--- src/logic/sdp_pkg.sv ---
/*
  constants, field layouts and carrier types of the synthesizer divider and
  powerdown register bank.
  assumes a single 40 MHz clock; serial pins are synchronous to that clock.
*/
// Summary of operation
// frames carry 18 data bits, 4-bit address
// powerdown at address 2, upper bits ignored
// bit 1 turns the IF loop on
// bit 0 turns the RF loop on
// reference amplifier on when any loop on
// address 3 holds full 18-bit RF1 feedback
// address 4 holds 17-bit RF2 feedback
// address 5 holds 16-bit IF feedback
// address 6 holds 13-bit RF1 reference
// host keeps RF1 reference in gain range
// address 7 holds 13-bit RF2 reference
// host keeps RF2 reference in gain range
// address 8 holds 13-bit IF reference
// host keeps IF reference in gain range
// gain register holds three two-bit gain codes
// auto override forces both loops on
// registers hold until rewritten
package sdp_pkg;

  // =====================================================================
  // frame layout
  localparam int unsigned DATA_W     = 18;
  localparam int unsigned ADDR_W     = 4;
  localparam int unsigned FRAME_BITS = DATA_W + ADDR_W;
  localparam int unsigned CNT_W      = 5;
  localparam logic [CNT_W-1:0] FRAME_COUNT = 5'h16;

  // =====================================================================
  // register addresses
  localparam logic [ADDR_W-1:0] ADDR_MAIN_CONFIG    = 4'h0;
  localparam logic [ADDR_W-1:0] ADDR_GAIN           = 4'h1;
  localparam logic [ADDR_W-1:0] ADDR_LOOP_POWER     = 4'h2;
  localparam logic [ADDR_W-1:0] ADDR_RF1_FEEDBACK   = 4'h3;
  localparam logic [ADDR_W-1:0] ADDR_RF2_FEEDBACK   = 4'h4;
  localparam logic [ADDR_W-1:0] ADDR_IF_FEEDBACK    = 4'h5;
  localparam logic [ADDR_W-1:0] ADDR_RF1_REFERENCE  = 4'h6;
  localparam logic [ADDR_W-1:0] ADDR_RF2_REFERENCE  = 4'h7;
  localparam logic [ADDR_W-1:0] ADDR_IF_REFERENCE   = 4'h8;

  // =====================================================================
  // field positions and widths
  localparam int unsigned IF_LOOP_ON_BIT    = 1;
  localparam int unsigned RF_LOOP_ON_BIT    = 0;
  localparam int unsigned AUTO_OVERRIDE_BIT = 3;
  localparam int unsigned RF1_GAIN_LSB      = 0;
  localparam int unsigned RF2_GAIN_LSB      = 2;
  localparam int unsigned IF_GAIN_LSB       = 4;
  localparam int unsigned GAIN_W            = 2;
  localparam int unsigned RF1_FB_W          = 18;
  localparam int unsigned RF2_FB_W          = 17;
  localparam int unsigned IF_FB_W           = 16;
  localparam int unsigned REF_W             = 13;

  // =====================================================================
  // values after reset: everything off and cleared
  localparam logic [DATA_W-1:0] RESET_WORD = 18'h0_0000;

  // =====================================================================
  // carriers
  typedef struct packed {
    logic sen_n;
    logic sclk;
    logic sdata;
  } sdp_serial_t;

  typedef struct packed {
    logic if_loop_on;
    logic rf_loop_on;
    logic ref_amp_on;
  } sdp_loop_t;

  typedef enum logic {ST_IDLE, ST_SHIFT} sdp_state_t;

endpackage : sdp_pkg

--- src/logic/sdp_regs.sv ---
/*
  write-only register bank behind a three-wire serial port: loop power,
  feedback and reference divider values, gain codes and auto override.
  assumes serial pins sampled on clk_in; frame is 22 bits MSB first
  (data 17..0 then address 3..0) shifted on sclk rising edges while sen_n
  is low, committed when sen_n rises.
*/
`timescale 1ns/1ps
module sdp_regs
(
  input  wire logic                                 clk_in,
  input  wire logic                                 resetn_in,
  input  wire logic                                 ce_in,
  input  wire sdp_pkg::sdp_serial_t                 serial_in,
  output            sdp_pkg::sdp_loop_t             loop_out,
  output logic                                      auto_power_override_out,
  output logic      [sdp_pkg::RF1_FB_W-1:0]         rf1_feedback_count_out,
  output logic      [sdp_pkg::RF2_FB_W-1:0]         rf2_feedback_count_out,
  output logic      [sdp_pkg::IF_FB_W-1:0]          if_feedback_count_out,
  output logic      [sdp_pkg::REF_W-1:0]            rf1_reference_count_out,
  output logic      [sdp_pkg::REF_W-1:0]            rf2_reference_count_out,
  output logic      [sdp_pkg::REF_W-1:0]            if_reference_count_out,
  output logic      [sdp_pkg::GAIN_W-1:0]           rf1_gain_code_out,
  output logic      [sdp_pkg::GAIN_W-1:0]           rf2_gain_code_out,
  output logic      [sdp_pkg::GAIN_W-1:0]           if_gain_code_out
);
  import sdp_pkg::*;

  function automatic logic hit(input logic [ADDR_W-1:0] a, input logic [ADDR_W-1:0] k);
    hit = (a == k);
  endfunction : hit

  // =====================================================================
  // reset release
  logic rst_meta_q;
  logic rst_n_q;
  always_ff @(posedge clk_in or negedge resetn_in)
  begin
    if (!resetn_in)
    begin
      rst_meta_q <= 1'b0;
      rst_n_q    <= 1'b0;
    end
    else
    begin
      rst_meta_q <= 1'b1;
      rst_n_q    <= rst_meta_q;
    end
  end

  // =====================================================================
  // serial frame capture
  sdp_state_t              state_q;
  sdp_state_t              state_d;
  logic                    sclk_prev_q;
  logic [FRAME_BITS-1:0]   shift_q;
  logic [CNT_W-1:0]        cnt_q;
  logic                    sclk_rise;
  logic                    commit;
  logic [DATA_W-1:0]       wdata;
  logic [ADDR_W-1:0]       waddr;

  assign sclk_rise = serial_in.sclk & ~sclk_prev_q;
  assign commit    = (state_q == ST_SHIFT) && serial_in.sen_n && (cnt_q == FRAME_COUNT);
  assign wdata     = shift_q[FRAME_BITS-1:ADDR_W];
  assign waddr     = shift_q[ADDR_W-1:0];

  always_comb
  begin
    case (state_q)
      ST_IDLE:  state_d = serial_in.sen_n ? ST_IDLE : ST_SHIFT;
      ST_SHIFT: state_d = serial_in.sen_n ? ST_IDLE : ST_SHIFT;
      default:  state_d = ST_IDLE;
    endcase
  end

  always_ff @(posedge clk_in or negedge rst_n_q)
  begin
    if (!rst_n_q)
    begin
      state_q     <= ST_IDLE;
      sclk_prev_q <= 1'b0;
      shift_q     <= '0;
      cnt_q       <= '0;
    end
    else if (ce_in)
    begin
      state_q     <= state_d;
      sclk_prev_q <= serial_in.sclk;
      if (serial_in.sen_n)
        cnt_q <= '0;
      else if (sclk_rise)
      begin
        shift_q <= {shift_q[FRAME_BITS-2:0], serial_in.sdata};
        // saturate so an overlong frame is never taken
        cnt_q   <= (cnt_q == 5'h1F) ? cnt_q : cnt_q + 5'h01;
      end
    end
  end

  // =====================================================================
  // register writes; reserved bits are dropped
  logic                 wr_cfg;
  logic                 wr_gain;
  logic                 wr_pwr;
  logic                 wr_rf1_fb;
  logic                 wr_rf2_fb;
  logic                 wr_if_fb;
  logic                 wr_rf1_ref;
  logic                 wr_rf2_ref;
  logic                 wr_if_ref;
  logic                 ovr_q;
  logic                 ovr_d;
  logic [1:0]           pwr_q;
  logic [1:0]           pwr_d;
  logic                 if_on_d;
  logic                 rf_on_d;
  logic [3*GAIN_W-1:0]  gain_q;
  logic [RF1_FB_W-1:0]  rf1_fb_q;
  logic [RF2_FB_W-1:0]  rf2_fb_q;
  logic [IF_FB_W-1:0]   if_fb_q;
  logic [REF_W-1:0]     rf1_ref_q;
  logic [REF_W-1:0]     rf2_ref_q;
  logic [REF_W-1:0]     if_ref_q;
  sdp_loop_t            loop_q;
  sdp_loop_t            loop_d;

  assign wr_cfg     = commit && hit(waddr, ADDR_MAIN_CONFIG);
  assign wr_gain    = commit && hit(waddr, ADDR_GAIN);
  assign wr_pwr     = commit && hit(waddr, ADDR_LOOP_POWER);
  assign wr_rf1_fb  = commit && hit(waddr, ADDR_RF1_FEEDBACK);
  assign wr_rf2_fb  = commit && hit(waddr, ADDR_RF2_FEEDBACK);
  assign wr_if_fb   = commit && hit(waddr, ADDR_IF_FEEDBACK);
  assign wr_rf1_ref = commit && hit(waddr, ADDR_RF1_REFERENCE);
  assign wr_rf2_ref = commit && hit(waddr, ADDR_RF2_REFERENCE);
  assign wr_if_ref  = commit && hit(waddr, ADDR_IF_REFERENCE);

  assign ovr_d = wr_cfg ? wdata[AUTO_OVERRIDE_BIT] : ovr_q;
  assign pwr_d = wr_pwr ? {wdata[IF_LOOP_ON_BIT], wdata[RF_LOOP_ON_BIT]} : pwr_q;

  assign if_on_d = ovr_d | pwr_d[1];
  assign rf_on_d = ovr_d | pwr_d[0];
  assign loop_d  = '{if_loop_on: if_on_d, rf_loop_on: rf_on_d, ref_amp_on: if_on_d | rf_on_d};

  always_ff @(posedge clk_in or negedge rst_n_q)
  begin
    if (!rst_n_q)
    begin
      ovr_q     <= RESET_WORD[0];
      pwr_q     <= RESET_WORD[1:0];
      gain_q    <= RESET_WORD[3*GAIN_W-1:0];
      rf1_fb_q  <= RESET_WORD[RF1_FB_W-1:0];
      rf2_fb_q  <= RESET_WORD[RF2_FB_W-1:0];
      if_fb_q   <= RESET_WORD[IF_FB_W-1:0];
      rf1_ref_q <= RESET_WORD[REF_W-1:0];
      rf2_ref_q <= RESET_WORD[REF_W-1:0];
      if_ref_q  <= RESET_WORD[REF_W-1:0];
      loop_q    <= '0;
    end
    else if (ce_in)
    begin
      ovr_q  <= ovr_d;
      pwr_q  <= pwr_d;
      loop_q <= loop_d;
      if (wr_gain)    gain_q    <= wdata[3*GAIN_W-1:0];
      if (wr_rf1_fb)  rf1_fb_q  <= wdata[RF1_FB_W-1:0];
      if (wr_rf2_fb)  rf2_fb_q  <= wdata[RF2_FB_W-1:0];
      if (wr_if_fb)   if_fb_q   <= wdata[IF_FB_W-1:0];
      if (wr_rf1_ref) rf1_ref_q <= wdata[REF_W-1:0];
      if (wr_rf2_ref) rf2_ref_q <= wdata[REF_W-1:0];
      if (wr_if_ref)  if_ref_q  <= wdata[REF_W-1:0];
    end
  end

  // range limits on the reference counts are the host's to keep; the values pass through as written
  assign loop_out                = loop_q;
  assign auto_power_override_out = ovr_q;
  assign rf1_feedback_count_out  = rf1_fb_q;
  assign rf2_feedback_count_out  = rf2_fb_q;
  assign if_feedback_count_out   = if_fb_q;
  assign rf1_reference_count_out = rf1_ref_q;
  assign rf2_reference_count_out = rf2_ref_q;
  assign if_reference_count_out  = if_ref_q;
  assign rf1_gain_code_out       = gain_q[RF1_GAIN_LSB +: GAIN_W];
  assign rf2_gain_code_out       = gain_q[RF2_GAIN_LSB +: GAIN_W];
  assign if_gain_code_out        = gain_q[IF_GAIN_LSB +: GAIN_W];

  // =====================================================================
  // assertions
  property p_short_frame;
    @(posedge clk_in) disable iff (!rst_n_q)
    (ce_in && state_q == ST_SHIFT && serial_in.sen_n && cnt_q != FRAME_COUNT) |=> $stable(rf1_fb_q) && $stable(pwr_q);
  endproperty
  a_short_frame: assert property (p_short_frame) else $error("frame of wrong length was committed");

  property p_if_on;
    @(posedge clk_in) disable iff (!rst_n_q)
    (ce_in && wr_pwr && !ovr_q && !wr_cfg) |=> loop_out.if_loop_on == $past(wdata[1]);
  endproperty
  a_if_on: assert property (p_if_on) else $error("if loop enable does not follow write");

  property p_rf_on;
    @(posedge clk_in) disable iff (!rst_n_q)
    (ce_in && wr_pwr && !ovr_q && !wr_cfg) |=> loop_out.rf_loop_on == $past(wdata[0]);
  endproperty
  a_rf_on: assert property (p_rf_on) else $error("rf loop enable does not follow write");

  property p_ref_amp;
    @(posedge clk_in) disable iff (!rst_n_q)
    loop_out.ref_amp_on == (loop_out.if_loop_on || loop_out.rf_loop_on);
  endproperty
  a_ref_amp: assert property (p_ref_amp) else $error("reference amplifier state wrong");

  property p_rf1_fb;
    @(posedge clk_in) disable iff (!rst_n_q)
    (ce_in && wr_rf1_fb) |=> rf1_feedback_count_out == $past(wdata);
  endproperty
  a_rf1_fb: assert property (p_rf1_fb) else $error("rf1 feedback count not stored");

  property p_rf2_fb;
    @(posedge clk_in) disable iff (!rst_n_q)
    (ce_in && wr_rf2_fb) |=> rf2_feedback_count_out == $past(wdata[16:0]);
  endproperty
  a_rf2_fb: assert property (p_rf2_fb) else $error("rf2 feedback count not stored");

  property p_if_fb;
    @(posedge clk_in) disable iff (!rst_n_q)
    (ce_in && wr_if_fb) |=> if_feedback_count_out == $past(wdata[15:0]);
  endproperty
  a_if_fb: assert property (p_if_fb) else $error("if feedback count not stored");

  property p_rf1_ref;
    @(posedge clk_in) disable iff (!rst_n_q)
    (ce_in && wr_rf1_ref) |=> rf1_reference_count_out == $past(wdata[12:0]);
  endproperty
  a_rf1_ref: assert property (p_rf1_ref) else $error("rf1 reference count not stored");

  property p_rf2_ref;
    @(posedge clk_in) disable iff (!rst_n_q)
    (ce_in && wr_rf2_ref) |=> rf2_reference_count_out == $past(wdata[12:0]);
  endproperty
  a_rf2_ref: assert property (p_rf2_ref) else $error("rf2 reference count not stored");

  property p_if_ref;
    @(posedge clk_in) disable iff (!rst_n_q)
    (ce_in && wr_if_ref) |=> if_reference_count_out == $past(wdata[12:0]);
  endproperty
  a_if_ref: assert property (p_if_ref) else $error("if reference count not stored");

  property p_gain;
    @(posedge clk_in) disable iff (!rst_n_q)
    (ce_in && wr_gain) |=> if_gain_code_out == $past(wdata[5:4]) && rf2_gain_code_out == $past(wdata[3:2])
                           && rf1_gain_code_out == $past(wdata[1:0]);
  endproperty
  a_gain: assert property (p_gain) else $error("gain codes not stored");

  property p_override;
    @(posedge clk_in) disable iff (!rst_n_q)
    auto_power_override_out |-> loop_out.if_loop_on && loop_out.rf_loop_on;
  endproperty
  a_override: assert property (p_override) else $error("override did not force loops on");

  property p_hold;
    @(posedge clk_in) disable iff (!rst_n_q)
    !(ce_in && wr_rf2_ref) |=> $stable(rf2_reference_count_out);
  endproperty
  a_hold: assert property (p_hold) else $error("rf2 reference changed without write");

  c_pwr_write: cover property (@(posedge clk_in) disable iff (!rst_n_q) ce_in && wr_pwr);
  c_override:  cover property (@(posedge clk_in) disable iff (!rst_n_q) ce_in && wr_cfg && wdata[AUTO_OVERRIDE_BIT]);
  c_rf1_write: cover property (@(posedge clk_in) disable iff (!rst_n_q) ce_in && wr_rf1_fb);

endmodule : sdp_regs

--- config.mk ---
export PLATFORM = sky130hd
export DESIGN_NAME = sdp_regs
export DESIGN_NICKNAME = d
export VERILOG_FILES = /design/src/logic/sdp_pkg.sv /design/src/logic/sdp_regs.sv
export SDC_FILE = /design/constraint.sdc
export NUM_CORES = 1
export LEC_CHECK = 0
export BUFFER_PORTS_ARGS = -buffer_cell sky130_fd_sc_hd__buf_2
export CAP_MARGIN = 40
export CORE_MARGIN = 3
export CORE_UTILIZATION = 25
export DETAILED_ROUTE_END_ITERATION = 12
export PLACE_DENSITY = 0.55
export REMOVE_ABC_BUFFERS = 1
export SLEW_MARGIN = 15
export SYNTH_ARGS = -nofsm -noshare
export SYNTH_HDL_FRONTEND = slang
export SYNTH_SLANG_ARGS = --single-unit
--- constraint.sdc ---
create_clock -name clk_in -period 9.6 [get_ports clk_in]
set_input_delay 0.48 -clock clk_in [delete_from_list [all_inputs] [get_ports clk_in]]
set_output_delay 0.48 -clock clk_in [all_outputs]
set_load 0.02 [all_outputs]
# ---- After elaboration in Yosys (flattened, before gate mapping)
# Cells that the tools add are included.
# Widths: inputs -> output; s select.
dict set report op_classes {
  bitwise_logic 6
  mux 6
  n_eq_ne 11
  addsub 1
  reduce_logical 22
}
# operator count
set op_table {}
lappend op_table {{$eq 4x3->1 const B} 4}
lappend op_table {{$mux 5} 3}
lappend op_table {{$reduce_and 2->1} 7}
lappend op_table {{$logic_and 1x1->1} 11}
lappend op_table {{$eq 5x5->1 const B} 2}
lappend op_table {{$eq 4x2->1 const B} 2}
lappend op_table {{$reduce_and 3->1} 2}
lappend op_table {{$add 5x1->5 const B} 1}
lappend op_table {{$eq 4x1->1 const B} 1}
lappend op_table {{$eq 4x4->1 const B} 1}
lappend op_table {{$logic_not 4->1} 1}
lappend op_table {{$or 1x1->1} 3}
lappend op_table {{$mux 1} 2}
lappend op_table {{$mux 2} 1}
lappend op_table {{$ne 2x2->1 const B} 1}
lappend op_table {{$not 1->1} 2}
lappend op_table {{$reduce_bool 2->1} 1}
lappend op_table {{$and 1x1->1} 1}
dict set report totals {
  register_bits 133
  in_bits 6
  out_inout_bits 100
}

# ---- Logic depth before layout (Yosys ltp)
# Gate-level depths: netlist of the first run.
dict set report logic_depth {
  depth_word 6
  mapped_depth 8
}

# ---- Least setup slack after synthesis of the first run
# OpenSTA, ideal clock, no wires.
dict set report synth_timing {
  path_kind {reg-to-reg}
  from {register cnt_q[0]}
  to {register if_fb_q[10] (netlist: if_feedback_count_out[10])}
  required_ns 9.475
  setup_slack_ns 7.512
  setup_ns 0.125
  arrival_time_ns 1.963
  n_path_buf 2
  path_stages_with_launch 9
  path_cell_list {dfrtp_1 > inv_1 > ha_1 > nand2_1 > or3_1 > buf_6 > nor3b_4 > buf_8 > mux2_2}
}
dict set report synth_between {
  elab_chain_cells 4
}
# item line_no
set synth_rtl {}
lappend synth_rtl {{start: declaration} sdp_regs.sv:57} ;# logic [CNT_W-1:0] cnt_q;
lappend synth_rtl {{start signal: assignment} sdp_regs.sv:96} ;# cnt_q <= (cnt_q == 5'h1F) ? cnt_q : cnt_q + 5'h01;
lappend synth_rtl {{$eq 5x5->1} sdp_regs.sv:64} ;# assign commit = (state_q == ST_SHIFT) && serial_in.sen_n && (cnt_q == FRAME_COUNT);
lappend synth_rtl {{$logic_and 1x1->1} sdp_regs.sv:64}
lappend synth_rtl {{$logic_and 1x1->1} sdp_regs.sv:133} ;# assign wr_if_fb = commit && hit(waddr, ADDR_IF_FEEDBACK);
lappend synth_rtl {{$reduce_and 2->1 (no line)} n/a}
lappend synth_rtl {{end signal: assignment} sdp_regs.sv:154} ;# if_fb_q <= RESET_WORD[IF_FB_W-1:0];
lappend synth_rtl {{end signal: assignment} sdp_regs.sv:168} ;# if (wr_if_fb) if_fb_q <= wdata[IF_FB_W-1:0];
lappend synth_rtl {{end: declaration} sdp_regs.sv:121} ;# logic [IF_FB_W-1:0] if_fb_q;
# No other way between the ends.
# A chain may end at the register's enable or synchronous reset.

# ---- Worst setup path in the final report of the first run
dict set report layout_timing {
  from {register cnt_q[0]}
  to {register if_fb_q[12] (netlist: if_feedback_count_out[12])}
}
# Same word-level chain as after synthesis.

==> results.json, run 1 <==
{
  "count_of_antenna_violating_nets_left_after_detailed_routing": 0,
  "placement.io_buffers": 105,
  "final_max_slew_viol_count": 0,
  "critical_path_arrival_ns": 2.80,
  "worst_path_largest_cell_delay_ns": 0.58,
  "netlist.top_cell.by_area": "sky130_fd_sc_hd__dfrtp_1",
  "synth_sequential_area_ratio": 0.636,
  "gp_congestion": 0.737,
  "clk_path_buf_depth": 2,
  "relSlewSlack": 0.565,
  "layout_skew_ns": 0.00968,
  "place.detailed.hpwl_um": 8610,
  "synthesis.instances": 335,
  "grt.overflow.total": 0,
  "start_util": 0.256,
  "synth.ff_latch_count": 133,
  "tritoncts.num_buffers": 17,
  "worstMarginPinSlew_ns": 0.649,
  "detail_route.wirelength_um": 12500,
  "synth.yosys.warnings": 0,
  "rsz0062_at_grt": "false",
  "cell_with_the_largest_stage_delay_on_the_worst_path": "sky130_fd_sc_hd__nor3b_4",
  "critPathBufInv": 2,
  "core_um2": 20400,
  "clk_transition_reported_paths_ns": 0.06,
  "drt_iter0_drc": 117,
  "drc": 0,
  "synth_area_per_cell_um2": 15.6,
  "root_buffer": "sky130_fd_sc_hd__clkbuf_16",
  "min-delay-path-class": "flop to async pin",
  "post_route_cells_drive_above_1_share": 0.593,
  "areaGrowthSynthToFinish_pct": 30.3,
  "final.setup.tns_ns": 0,
  "io_pins": 106,
  "die_w_um": 151,
  "global_route.usage.total": 0.117,
  "fp.dieArea_um2": 22700,
  "synth_edf_count": 0,
  "path_max_fanout": 9,
  "cellLeakagePower_nw": 3.62,
  "grt_max_degree": 62,
  "cts_repair_resize_count": 0,
  "route.detailed.wl_per_inst_um": 17.0,
  "power.density_cell_area_nw_per_um2": 200,
  "antenna_found_initial": 0,
  "synth-async-reset-ratio": 1.00,
  "grt_first_pass_wirelength_um": 20000,
  "clock_tree_from_tritoncts": "yes",
  "outcome": "completed",
  "grt_pass1_vias": 3460,
  "numPlacedInstances": 703,
  "setup.worst_path.start_class": "flop",
  "post_drt_via_cell_ratio": 4.33,
  "dr_total_vias": 3194,
  "critPathCaptureType": "flop",
  "worst-setup-path-type": "flop to flop",
  "yosys_most_used_dff": "sky130_fd_sc_hd__dfrtp_1",
  "max_freq_mhz": 398,
  "cap_viol_max_count": 0,
  "detailedRoute.firstPassIterationCount": 4,
  "core.rowCount": 52,
  "post_cts_setup_buffer_count": 0,
  "post_synth_num_cell_types": 40,
  "nets": 464,
  "period_utilisation_layout": 0.262,
  "synthDominantCellAreaShare": 0.636,
  "vdd_ir_drop_max_uv": 112,
  "p_total_mw": 1.37,
  "diode_insertion_count_for_antenna_repair": 0,
  "numClockSinks": 133,
  "hold_viol": 0,
  "cpLargestDelayFamily": "simple AND/OR/NAND/NOR gates",
  "fp.dieH_um": 151,
  "cts_htree_levels": 4,
  "synth_top_cells_by_count": "sky130_fd_sc_hd__dfrtp_1 (133), sky130_fd_sc_hd__mux2_2 (121), sky130_fd_sc_hd__nand2_1 (13)",
  "clkLatencyLatePin_ns": 0.41,
  "setup-violations-final": 0,
  "most_frequent_cell_after_synthesis": "sky130_fd_sc_hd__dfrtp_1",
  "worst_ep_required_time_ns": 9.89,
  "cp_cell_sequence": "inv_1, ha_1, nand2_1, or3_1, nor3b_4, buf_8, mux2_2",
  "period_needed_ns": 2.51,
  "synth.area.top_cells": "sky130_fd_sc_hd__dfrtp_1 (64%), sky130_fd_sc_hd__mux2_2 (26%), sky130_fd_sc_hd__nand2_1 (0.93%)",
  "final-instance-count-excl-fill": 737,
  "synthesis.area_um2": 5240
}
-- where the power goes --
group	leakage [nW]	switching (mW)	internal (mW)
sequential	1.84	0.0334	0.575
combinational	1.47	0.0243	0.0240
clock	0.308	0.245	0.466
-- stage by stage --
stage	hold WS [ns]	utilization	instance area (um^2)	setup slack, ns
6_report	0.119	0.334	6830	7.09
5_1_grt	0.128	0.334	6830	6.98
4_1_cts	0.288	0.332	6790	7.05
3_5_place_dp	0.272	0.300	6130	6.93
3_3_place_gp	0.270	0.296	6040	6.68
2_1_floorplan	0.184	-	5140	5.62
-- what timing repair did --
action                                  CTS  global route
hold buffers                              1             0
endpoints found under the hold margin     2             0
endpoints found under the setup margin    0             0
-- area by class of cell --
cell class / instances / area [um^2]
Fill cell: 2053 / 13600
Sequential cell: 133 / 3330
Clock inverter: 13 / 205
Timing Repair Buffer: 116 / 684
Tap cell: 270 / 338
Clock buffer: 18 / 439
Inverter: 3 / 11.3
Multi-Input combinational cell: 184 / 1820
-- placed cells by master (no fill, tap or decap), types with 2 or more instances in the layout --
master and count:
sky130_fd_sc_hd__a221o_1 2, sky130_fd_sc_hd__a311o_1 2, sky130_fd_sc_hd__buf_16 2, sky130_fd_sc_hd__buf_2 105
sky130_fd_sc_hd__buf_4 3, sky130_fd_sc_hd__buf_8 4, sky130_fd_sc_hd__bufinv_16 5, sky130_fd_sc_hd__clkbuf_16 17
sky130_fd_sc_hd__clkinv_2 3, sky130_fd_sc_hd__clkinvlp_4 3, sky130_fd_sc_hd__dfrtp_1 132, sky130_fd_sc_hd__ha_1 3
sky130_fd_sc_hd__inv_1 3, sky130_fd_sc_hd__mux2_2 121, sky130_fd_sc_hd__nand2_1 13, sky130_fd_sc_hd__nand2b_1 2
sky130_fd_sc_hd__nand3_1 3, sky130_fd_sc_hd__nor2_1 2, sky130_fd_sc_hd__nor2_2 2, sky130_fd_sc_hd__nor3_1 2
sky130_fd_sc_hd__nor3b_1 2, sky130_fd_sc_hd__nor4_1 3, sky130_fd_sc_hd__o21ai_0 4, sky130_fd_sc_hd__o2bb2ai_1 2
sky130_fd_sc_hd__or3_1 2
-- worst paths after layout --
| check | start | to | depth (start not counted) | slack (ns) |
|---|---|---|---|---|
| worst max-delay path | cnt_q[0] | if_feedback_count_out[12] | 7 | 7.09 |
| worst min-delay path | rst_n_q | rf1_feedback_count_out[2] | 0 | 0.12 |
| worst max register to register | cnt_q[0] | if_feedback_count_out[12] | 7 | 7.09 |
| worst min register to register | rst_n_q | rf1_feedback_count_out[2] | 0 | 0.12 |
| max in group asynchronous | rst_n_q | rf2_feedback_count_out[2] | 3 | 8.36 |
| min in group clk_in | serial_in[0] | shift_q[0] | 2 | 0.31 |
-- metal layers --
metal / global-route usage / up-vias / routed length [um]
li1: - / 1442 / -
met1: 0.158 / 1659 / 5870
met2: 0.180 / 86 / 5950
met3: 0.0394 / 7 / 613
met4: 0.0326 / 0 / 116
met5: 0 / - / 0
-- worst reg2reg max path, cell delays in order (launching register included) --
cell and delay, ns:
sky130_fd_sc_hd__dfrtp_1 0.42, sky130_fd_sc_hd__inv_1 0.07, sky130_fd_sc_hd__ha_1 0.17, sky130_fd_sc_hd__nand2_1 0.07
sky130_fd_sc_hd__or3_1 0.49, sky130_fd_sc_hd__nor3b_4 0.58, sky130_fd_sc_hd__buf_8 0.24, sky130_fd_sc_hd__mux2_2 0.36
-- flip-flops by register name (all words and copies together), names as in the netlist, 2 cells and up --
signal and flops:
shift_q 22, pwr_q 2, rf2_reference_count_out 13, rf2_feedback_count_out 17, rf1_feedback_count_out 18, if_reference_count_out 13
cnt_q 5, rf1_reference_count_out 13, if_feedback_count_out 16, gain_q 6, loop_out 3
-- cells by family after synthesis --
kind of cell	Yosys count	share of synthesized area
DFF	133	0.636
muxes	122	0.262
and+or+nand+nor	44	0.0547
buffers and inverters	18	0.0198
AOI/OAI and AO/OA	14	0.0198
adders and majority gates	3	0.00717
other	1	0.000716
No activity file was read; power rests on OpenSTA's default activity.
==> inputs of run 2 (changes only) <==
Settings changed: ABC_AREA set to 1, PLACE_DENSITY 0.55 to 0.56.
Clock period 9.6 ns to 2.1 ns, I/O delays scaled along.
==> run 2 against run 1 <==
Effect of this change: synthesized cell count is 51% higher; critical path type unchanged; highest routed layer unchanged; clock power grew to 4.2 times the previous value; sequential power grew to 4.6 times the previous value; first-iteration DRC count is 40% higher; flip-flop and latch count stayed put; count of clock-buffer cells in the layout is 1 higher; non-clock buffer count is 6 higher; critical path depth is 3 higher.
==> results.json, run 2 <==
{
  "power.density_cell_area_nw_per_um2": 957,
  "hold_viol": 0,
  "diode_insertion_count_for_antenna_repair": 0,
  "drt_iter0_drc": 164,
  "detail_route.wirelength_um": 12900,
  "synth_top_cells_by_count": "sky130_fd_sc_hd__nand2_1 (148), sky130_fd_sc_hd__dfrtp_1 (133), sky130_fd_sc_hd__o21ai_1 (74)",
  "seq_area_um2": 3330,
  "cell_with_the_largest_stage_delay_on_the_worst_path": "sky130_fd_sc_hd__dfrtp_1",
  "clock_tree_from_tritoncts": "yes",
  "core_um2": 20400,
  "die_w_um": 150,
  "worst_path_largest_cell_delay_ns": 0.40,
  "largest_register_ff_count": 22,
  "period_needed_ns": 1.80,
  "start_util": 0.256,
  "post_cts_setup_buffer_count": 0,
  "tritoncts.num_buffers": 17,
  "worstMarginPinSlew_ns": 0.515,
  "grt_pass1_vias": 3656,
  "grt_max_degree": 50,
  "synth_edf_count": 0,
  "relSlewSlack": 0.655,
  "place.detailed.hpwl_um": 8700,
  "critPathBufInv": 3,
  "grt.overflow.total": 0,
  "synth-async-reset-ratio": 1.00,
  "path_max_fanout": 18,
  "max_freq_mhz": 556,
  "post-route-worst-setup-slack_ns": 0.302,
  "numPlacedInstances": 871,
  "cpMostUsedCell": "sky130_fd_sc_hd__inv_1",
  "setup.worst_path.start_class": "flop",
  "cap_viol_max_count": 0,
  "fp.dieH_um": 150,
  "numClockSinks": 133,
  "antenna_found_initial": 0,
  "areaGrowthSynthToFinish_pct": 28.9,
  "multiInputGateArea_um2": 1590,
  "placement.io_buffers": 105,
  "post_drt_via_cell_ratio": 4.10,
  "worst_ep_required_time_ns": 2.39,
  "preCtsSetupSlack_ns": 0.299,
  "synth.ff_latch_count": 133,
  "netlist.top_cell.by_area": "sky130_fd_sc_hd__dfrtp_1",
  "count_of_antenna_violating_nets_left_after_detailed_routing": 0,
  "clk_path_buf_depth": 2,
  "cts_htree_levels": 4,
  "clkLatencyLatePin_ns": 0.42,
  "critical_path_arrival_ns": 2.09,
  "global_route.usage.total": 0.120,
  "cellLeakagePower_nw": 3.31,
  "synthDominantCellAreaShare": 0.639,
  "most_frequent_cell_after_synthesis": "sky130_fd_sc_hd__nand2_1",
  "dr_total_vias": 3724,
  "synth_area_per_cell_um2": 10.3,
  "top_register": "shift_q",
  "rsz0062_at_grt": "false",
  "worst-setup-path-type": "flop to flop",
  "cp_cell_sequence": "inv_1, ha_1, inv_1, nor2_2, nand2_4, nor2_4, nand3_4, buf_12, nand2_1, o21ai_2",
  "synth.yosys.warnings": 0,
  "synthesis.instances": 506,
  "fillers": 2142,
  "final_max_slew_viol_count": 0,
  "synthesis.area_um2": 5210,
  "final-instance-count-excl-fill": 908,
  "gp_congestion": 0.702,
  "synth_sequential_area_ratio": 0.639,
  "post_route_cells_drive_above_1_share": 0.295,
  "drc": 0,
  "period_utilisation_layout": 0.856,
  "grt_first_pass_wirelength_um": 20600,
  "io_pins": 106,
  "route.detailed.wl_per_inst_um": 14.2,
  "synth.area.top_cells": "sky130_fd_sc_hd__dfrtp_1 (64%), sky130_fd_sc_hd__nand2_1 (11%), sky130_fd_sc_hd__o21ai_1 (7.1%)",
  "detailedRoute.firstPassIterationCount": 4,
  "root_buffer": "sky130_fd_sc_hd__clkbuf_16",
  "clk_transition_reported_paths_ns": 0.06,
  "core.rowCount": 52,
  "outcome": "completed",
  "vdd_ir_drop_max_uv": 350,
  "cpLargestDelayFamily": "simple AND/OR/NAND/NOR gates",
  "nets": 634,
  "yosys_most_used_dff": "sky130_fd_sc_hd__dfrtp_1",
  "min-delay-path-class": "input port to flop",
  "post_synth_num_cell_types": 28,
  "mostFrequentLayoutCell": "sky130_fd_sc_hd__nand2_1",
  "layout_skew_ns": 0.0118,
  "critPathCaptureType": "flop",
  "layout_common_cells": "sky130_fd_sc_hd__nand2_1 (148), sky130_fd_sc_hd__dfrtp_1 (132), sky130_fd_sc_hd__buf_2 (105)",
  "fp.dieArea_um2": 22600,
  "setup-violations-final": 0,
  "cts_repair_resize_count": 0
}
[run 2: cell count changes after synthesis, moves of 22 or more]
cell / previous run / this run
sky130_fd_sc_hd__nand2_1: 13 / 148
sky130_fd_sc_hd__mux2_2: 121 / 0
sky130_fd_sc_hd__o21ai_1: 1 / 74
sky130_fd_sc_hd__inv_1: 3 / 33
sky130_fd_sc_hd__o21ai_0: 4 / 28
sky130_fd_sc_hd__o21ai_2: 0 / 22
[run 2: layout make-up]
cell class | instances | share of cell area
Clock buffer | 19 | 0.0675
Sequential cell | 133 | 0.496
Multi-Input combinational cell | 314 | 0.236
Tap cell | 270 | 0.0503
Inverter | 37 | 0.0214
Timing Repair Buffer | 122 | 0.107
Clock inverter | 13 | 0.0214
[run 2: worst paths after layout]
kind	startpoint	to	slack (ns)	cells after the start
max	cnt_q[0]	rf2_feedback_count_out[0]	0.30	10
min	ce_in	auto_power_override_out	0.07	2
max reg2reg	cnt_q[0]	rf2_feedback_count_out[0]	0.30	10
min reg2reg	rst_n_q	rf2_feedback_count_out[12]	0.17	0
max in group asynchronous	rst_n_q	rf1_feedback_count_out[17]	1.32	1
min in group asynchronous	rst_n_q	rf2_feedback_count_out[12]	0.17	0
[run 2: power by group]
| group | switching [mW] | leakage, nW | total (mW) | internal, mW |
|---|---|---|---|---|
| logic | 0.477 | 1.19 | 0.625 | 0.148 |
| clock network | 1.15 | 0.295 | 2.98 | 1.83 |
| registers | 0.102 | 1.83 | 2.82 | 2.72 |
| total | 1.73 | 3.31 | 6.42 | 4.69 |
[run 2: timing repair]
item	in CTS	in global routing
hold endpoints to repair	7	0
hold buffers	5	0
endpoints found under the setup margin	0	0
[run 2: per-stage QoR]
| stage | hold slack, ns | cell area, um^2 | utilization | power [mW] | TNS (ns) |
|---|---|---|---|---|---|
| 2_1_floorplan | -0.191 | 5060 | - | 3.27 | -246.26 |
| 3_3_place_gp | -0.102 | 6070 | 0.298 | 3.50 | 0 |
| 3_5_place_dp | -0.102 | 6070 | 0.298 | 3.51 | 0 |
| 4_1_cts | 0.0538 | 6710 | 0.330 | 6.55 | 0 |
| 5_1_grt | 0.0824 | 6710 | 0.330 | 6.76 | 0 |
| 6_report | 0.0707 | 6710 | 0.330 | 6.42 | 0 |
[run 2: logic make-up after synthesis]
logic type	count (synthesis)	synth area share
compound gates	128	0.140
xor+xnor	2	0.00336
simple gates	180	0.154
other cells	1	0.000720
buf+inv	59	0.0562
flops	133	0.639
fa+ha+maj	3	0.00721
[run 2: worst reg2reg max path, delay by kind of cell (launching register included)]
family / cells / cell delay (ns)
compound gates: 1 / 0.05
fa+ha+maj: 1 / 0.14
buf+inv: 3 / 0.39
flops: 1 / 0.40
simple gates: 5 / 0.69
[run 2: per-layer routing]
layer | part of all wire | track usage | up-vias | routed length (um)
met4 | 0.015 | 0.0453 | 0 | 190
met3 | 0.046 | 0.0313 | 15 | 590
met5 | 0 | 0 | - | 0
met2 | 0.45 | 0.184 | 76 | 5850
li1 | - | - | 1889 | -
met1 | 0.48 | 0.162 | 1744 | 6240
==> inputs of run 3 (changes only) <==
Settings changed: ABC_AREA 1 to not set, GPL_ROUTABILITY_DRIVEN set to 0.
==> run 3 against run 2 <==
Effect of this change: the run now ends with setup timing left; cell count is 17% lower; maximum frequency is 15% lower; non-clock buffer count is 7 higher; power is 7.6% lower; core utilization is 1.2 points higher; die area is 0.53% higher; cell area is 4.0% higher; worst hold slack worse by 0.011 ns; wire length is 1.4% lower; flip-flop and latch count stayed put; global-route usage is 0.39 points lower.
==> results.json, run 3 (same netlist as run 1, synthesis figures left out) <==
{
  "critPathBufInv": 3,
  "mostFrequentLayoutCell": "sky130_fd_sc_hd__dfrtp_1",
  "clk_path_buf_depth": 2,
  "cap_viol_max_count": 0,
  "top_register": "shift_q",
  "path_max_fanout": 17,
  "cell_with_the_largest_stage_delay_on_the_worst_path": "sky130_fd_sc_hd__dfrtp_1",
  "failed_checks": "setup timing",
  "largest_register_ff_count": 22,
  "global_route.usage.met2": 0.190,
  "drc": 0,
  "critical_path_arrival_ns": 2.40,
  "final_max_slew_viol_count": 0,
  "min_path_cells": 2,
  "worst-setup-path-type": "flop to flop",
  "core_um2": 20400,
  "grt.busiest_layer": "met2",
  "nets": 477,
  "met3_resource_use_gr": 0.0385,
  "rsz0062_at_grt": "true",
  "setup-violations-final": 5,
  "hold_viol": 0,
  "fillers": 2011,
  "global_route.usage.total": 0.116,
  "post_drt_via_cell_ratio": 4.35,
  "max_freq_mhz": 474,
  "period_needed_ns": 2.11,
  "launching_point_of_the_worst_reg2reg_path": "cnt_q[0]",
  "cts_htree_levels": 4,
  "place.detailed.hpwl_um": 8570,
  "die_w_um": 151,
  "detailedRoute.firstPassIterationCount": 4,
  "grt_first_pass_wirelength_um": 19900,
  "antenna_found_initial": 0,
  "p_total_mw": 5.94,
  "post-route-worst-setup-slack_ns": -0.0118,
  "worst_hold_startpoint": "serial_in[2]",
  "root_buffer": "sky130_fd_sc_hd__clkbuf_16",
  "outcome": "complete, but fails checks",
  "grt_max_degree": 70,
  "diode_insertion_count_for_antenna_repair": 0,
  "worst_path_largest_cell_delay_ns": 0.42,
  "vdd_ir_drop_max_uv": 478,
  "fp.dieArea_um2": 22700,
  "layout_common_cells": "sky130_fd_sc_hd__dfrtp_1 (132), sky130_fd_sc_hd__buf_2 (105), sky130_fd_sc_hd__mux2_2 (103)",
  "count_of_antenna_violating_nets_left_after_detailed_routing": 0,
  "fp.dieH_um": 151,
  "core.rowCount": 52,
  "grt.overflow.total": 0,
  "cpLargestDelayFamily": "simple AND/OR/NAND/NOR gates",
  "io_pins": 106,
  "detail_route.wirelength_um": 12700,
  "clock_tree_from_tritoncts": "yes",
  "clkLatencyLatePin_ns": 0.41,
  "min-delay-path-class": "input port to flop",
  "dr_total_vias": 3266,
  "grt_pass1_vias": 3522,
  "worst_r2r_path_depth": 8,
  "flop_to_flop_setup_slack_ns": -0.01,
  "areaGrowthSynthToFinish_pct": 33.3,
  "placement.io_buffers": 105,
  "numClockSinks": 133,
  "worst_ep_required_time_ns": 2.39,
  "tritoncts.num_buffers": 17,
  "cellLeakagePower_nw": 3.66,
  "layout_skew_ns": 0.00797,
  "grt_util_met1": 0.146,
  "cp_cell_sequence": "inv_1, ha_2, nand2_2, or3_4, buf_4, nor3_4, buf_12, mux2_2",
  "setup.worst_path.start_class": "flop",
  "start_util": 0.256,
  "period_utilisation_layout": 1.01,
  "drt_iter0_drc": 126,
  "route.detailed.wl_per_inst_um": 16.9,
  "post_route_cells_drive_above_1_share": 0.605,
  "clk_transition_reported_paths_ns": 0.06,
  "power.density_cell_area_nw_per_um2": 850,
  "holdPathEnd": "state_q",
  "regToRegEndpoint": "rf2_feedback_count_out[11]",
  "preCtsSetupSlack_ns": -0.0620,
  "critPathCaptureType": "flop"
}
==> run 3: cell count changes in the layout (fill, tap and decap cells not counted), sizes merged, moves of 3 or more <==
cell and delta:
inv -35, mux2 +121, nor3 +4, nor3b +3, clkinvlp +3, nand3 -9, nand4 -4, nand2 -138
o21ai -119, nor2 -7, buf +7
==> run 3: final cells by class <==
class,instances,area (um^2),share of cell area
flip-flops and latches,133,3330,0.477
clock inverters,14,153,0.0219
inverters,3,11.3,0.00161
well taps,270,338,0.0484
clock buffers,18,429,0.0615
repair buffers,129,811,0.116
multi-input cells,184,1910,0.273
==> run 3: worst max-delay path by stage <==
| stage | end | from | cells past startpoint | slack (ns) |
|---|---|---|---|---|
| final | rf2_feedback_count_out[11] | cnt_q[0] | 8 | -0.01 |
| after global routing | rf2_feedback_count_out[14] | cnt_q[0] | 8 | -0.08 |
| after CTS | if_feedback_count_out[11] | cnt_q[0] | 7 | 0.01 |
| after global placement | if_feedback_count_out[11] | cnt_q[0] | 7 | 0.02 |
| after floorplan | auto_power_override_out | rst_n_q | 0 | -1.88 |
| after detailed placement | if_feedback_count_out[11] | cnt_q[0] | 7 | -0.06 |
==> run 3: where the power goes <==
group	leakage [nW]	internal, mW	switching (mW)	total (mW)
registers	1.84	2.63	0.144	2.77
logic	1.55	0.120	0.127	0.247
clock network	0.273	1.76	1.16	2.92
total	3.66	4.51	1.43	5.94
==> run 3: worst reg2reg max path, delay by kind of cell (launching register included) <==
kind / cells / cell delay [ns]
simple gates: 3 / 0.56
flops: 1 / 0.42
mux: 1 / 0.36
buf+inv: 3 / 0.47
fa+ha+maj: 1 / 0.19
==> run 3: per-stage QoR <==
stage	utilization	hold WS [ns]	area [um^2]	TNS (ns)	instances
after floorplan	-	-0.191	5140	-282.79	320
after global placement	0.304	-0.108	6210	0	712
after detailed placement	0.304	-0.105	6210	-0.818	712
after CTS	0.335	0.0418	6840	0	748
after global routing	0.342	0.0909	6980	-2.02	751
final	0.342	0.0600	6980	-0.0322	751
==> run 3: repair_timing <==
action                                  CTS  global route
pin swaps                                 0             2
hold buffers                              4             0
gates cloned                              0             1
setup buffers                             0             2
endpoints found under the setup margin   29            32
resized for setup                         1            28
hold endpoints to repair                  4             0
==> run 3: per-layer routing <==
metal  part of all wire  wire (um)
met1               0.46       5770
met3              0.045        566
met2               0.49       6220
met4              0.010        127
met5                  0          0
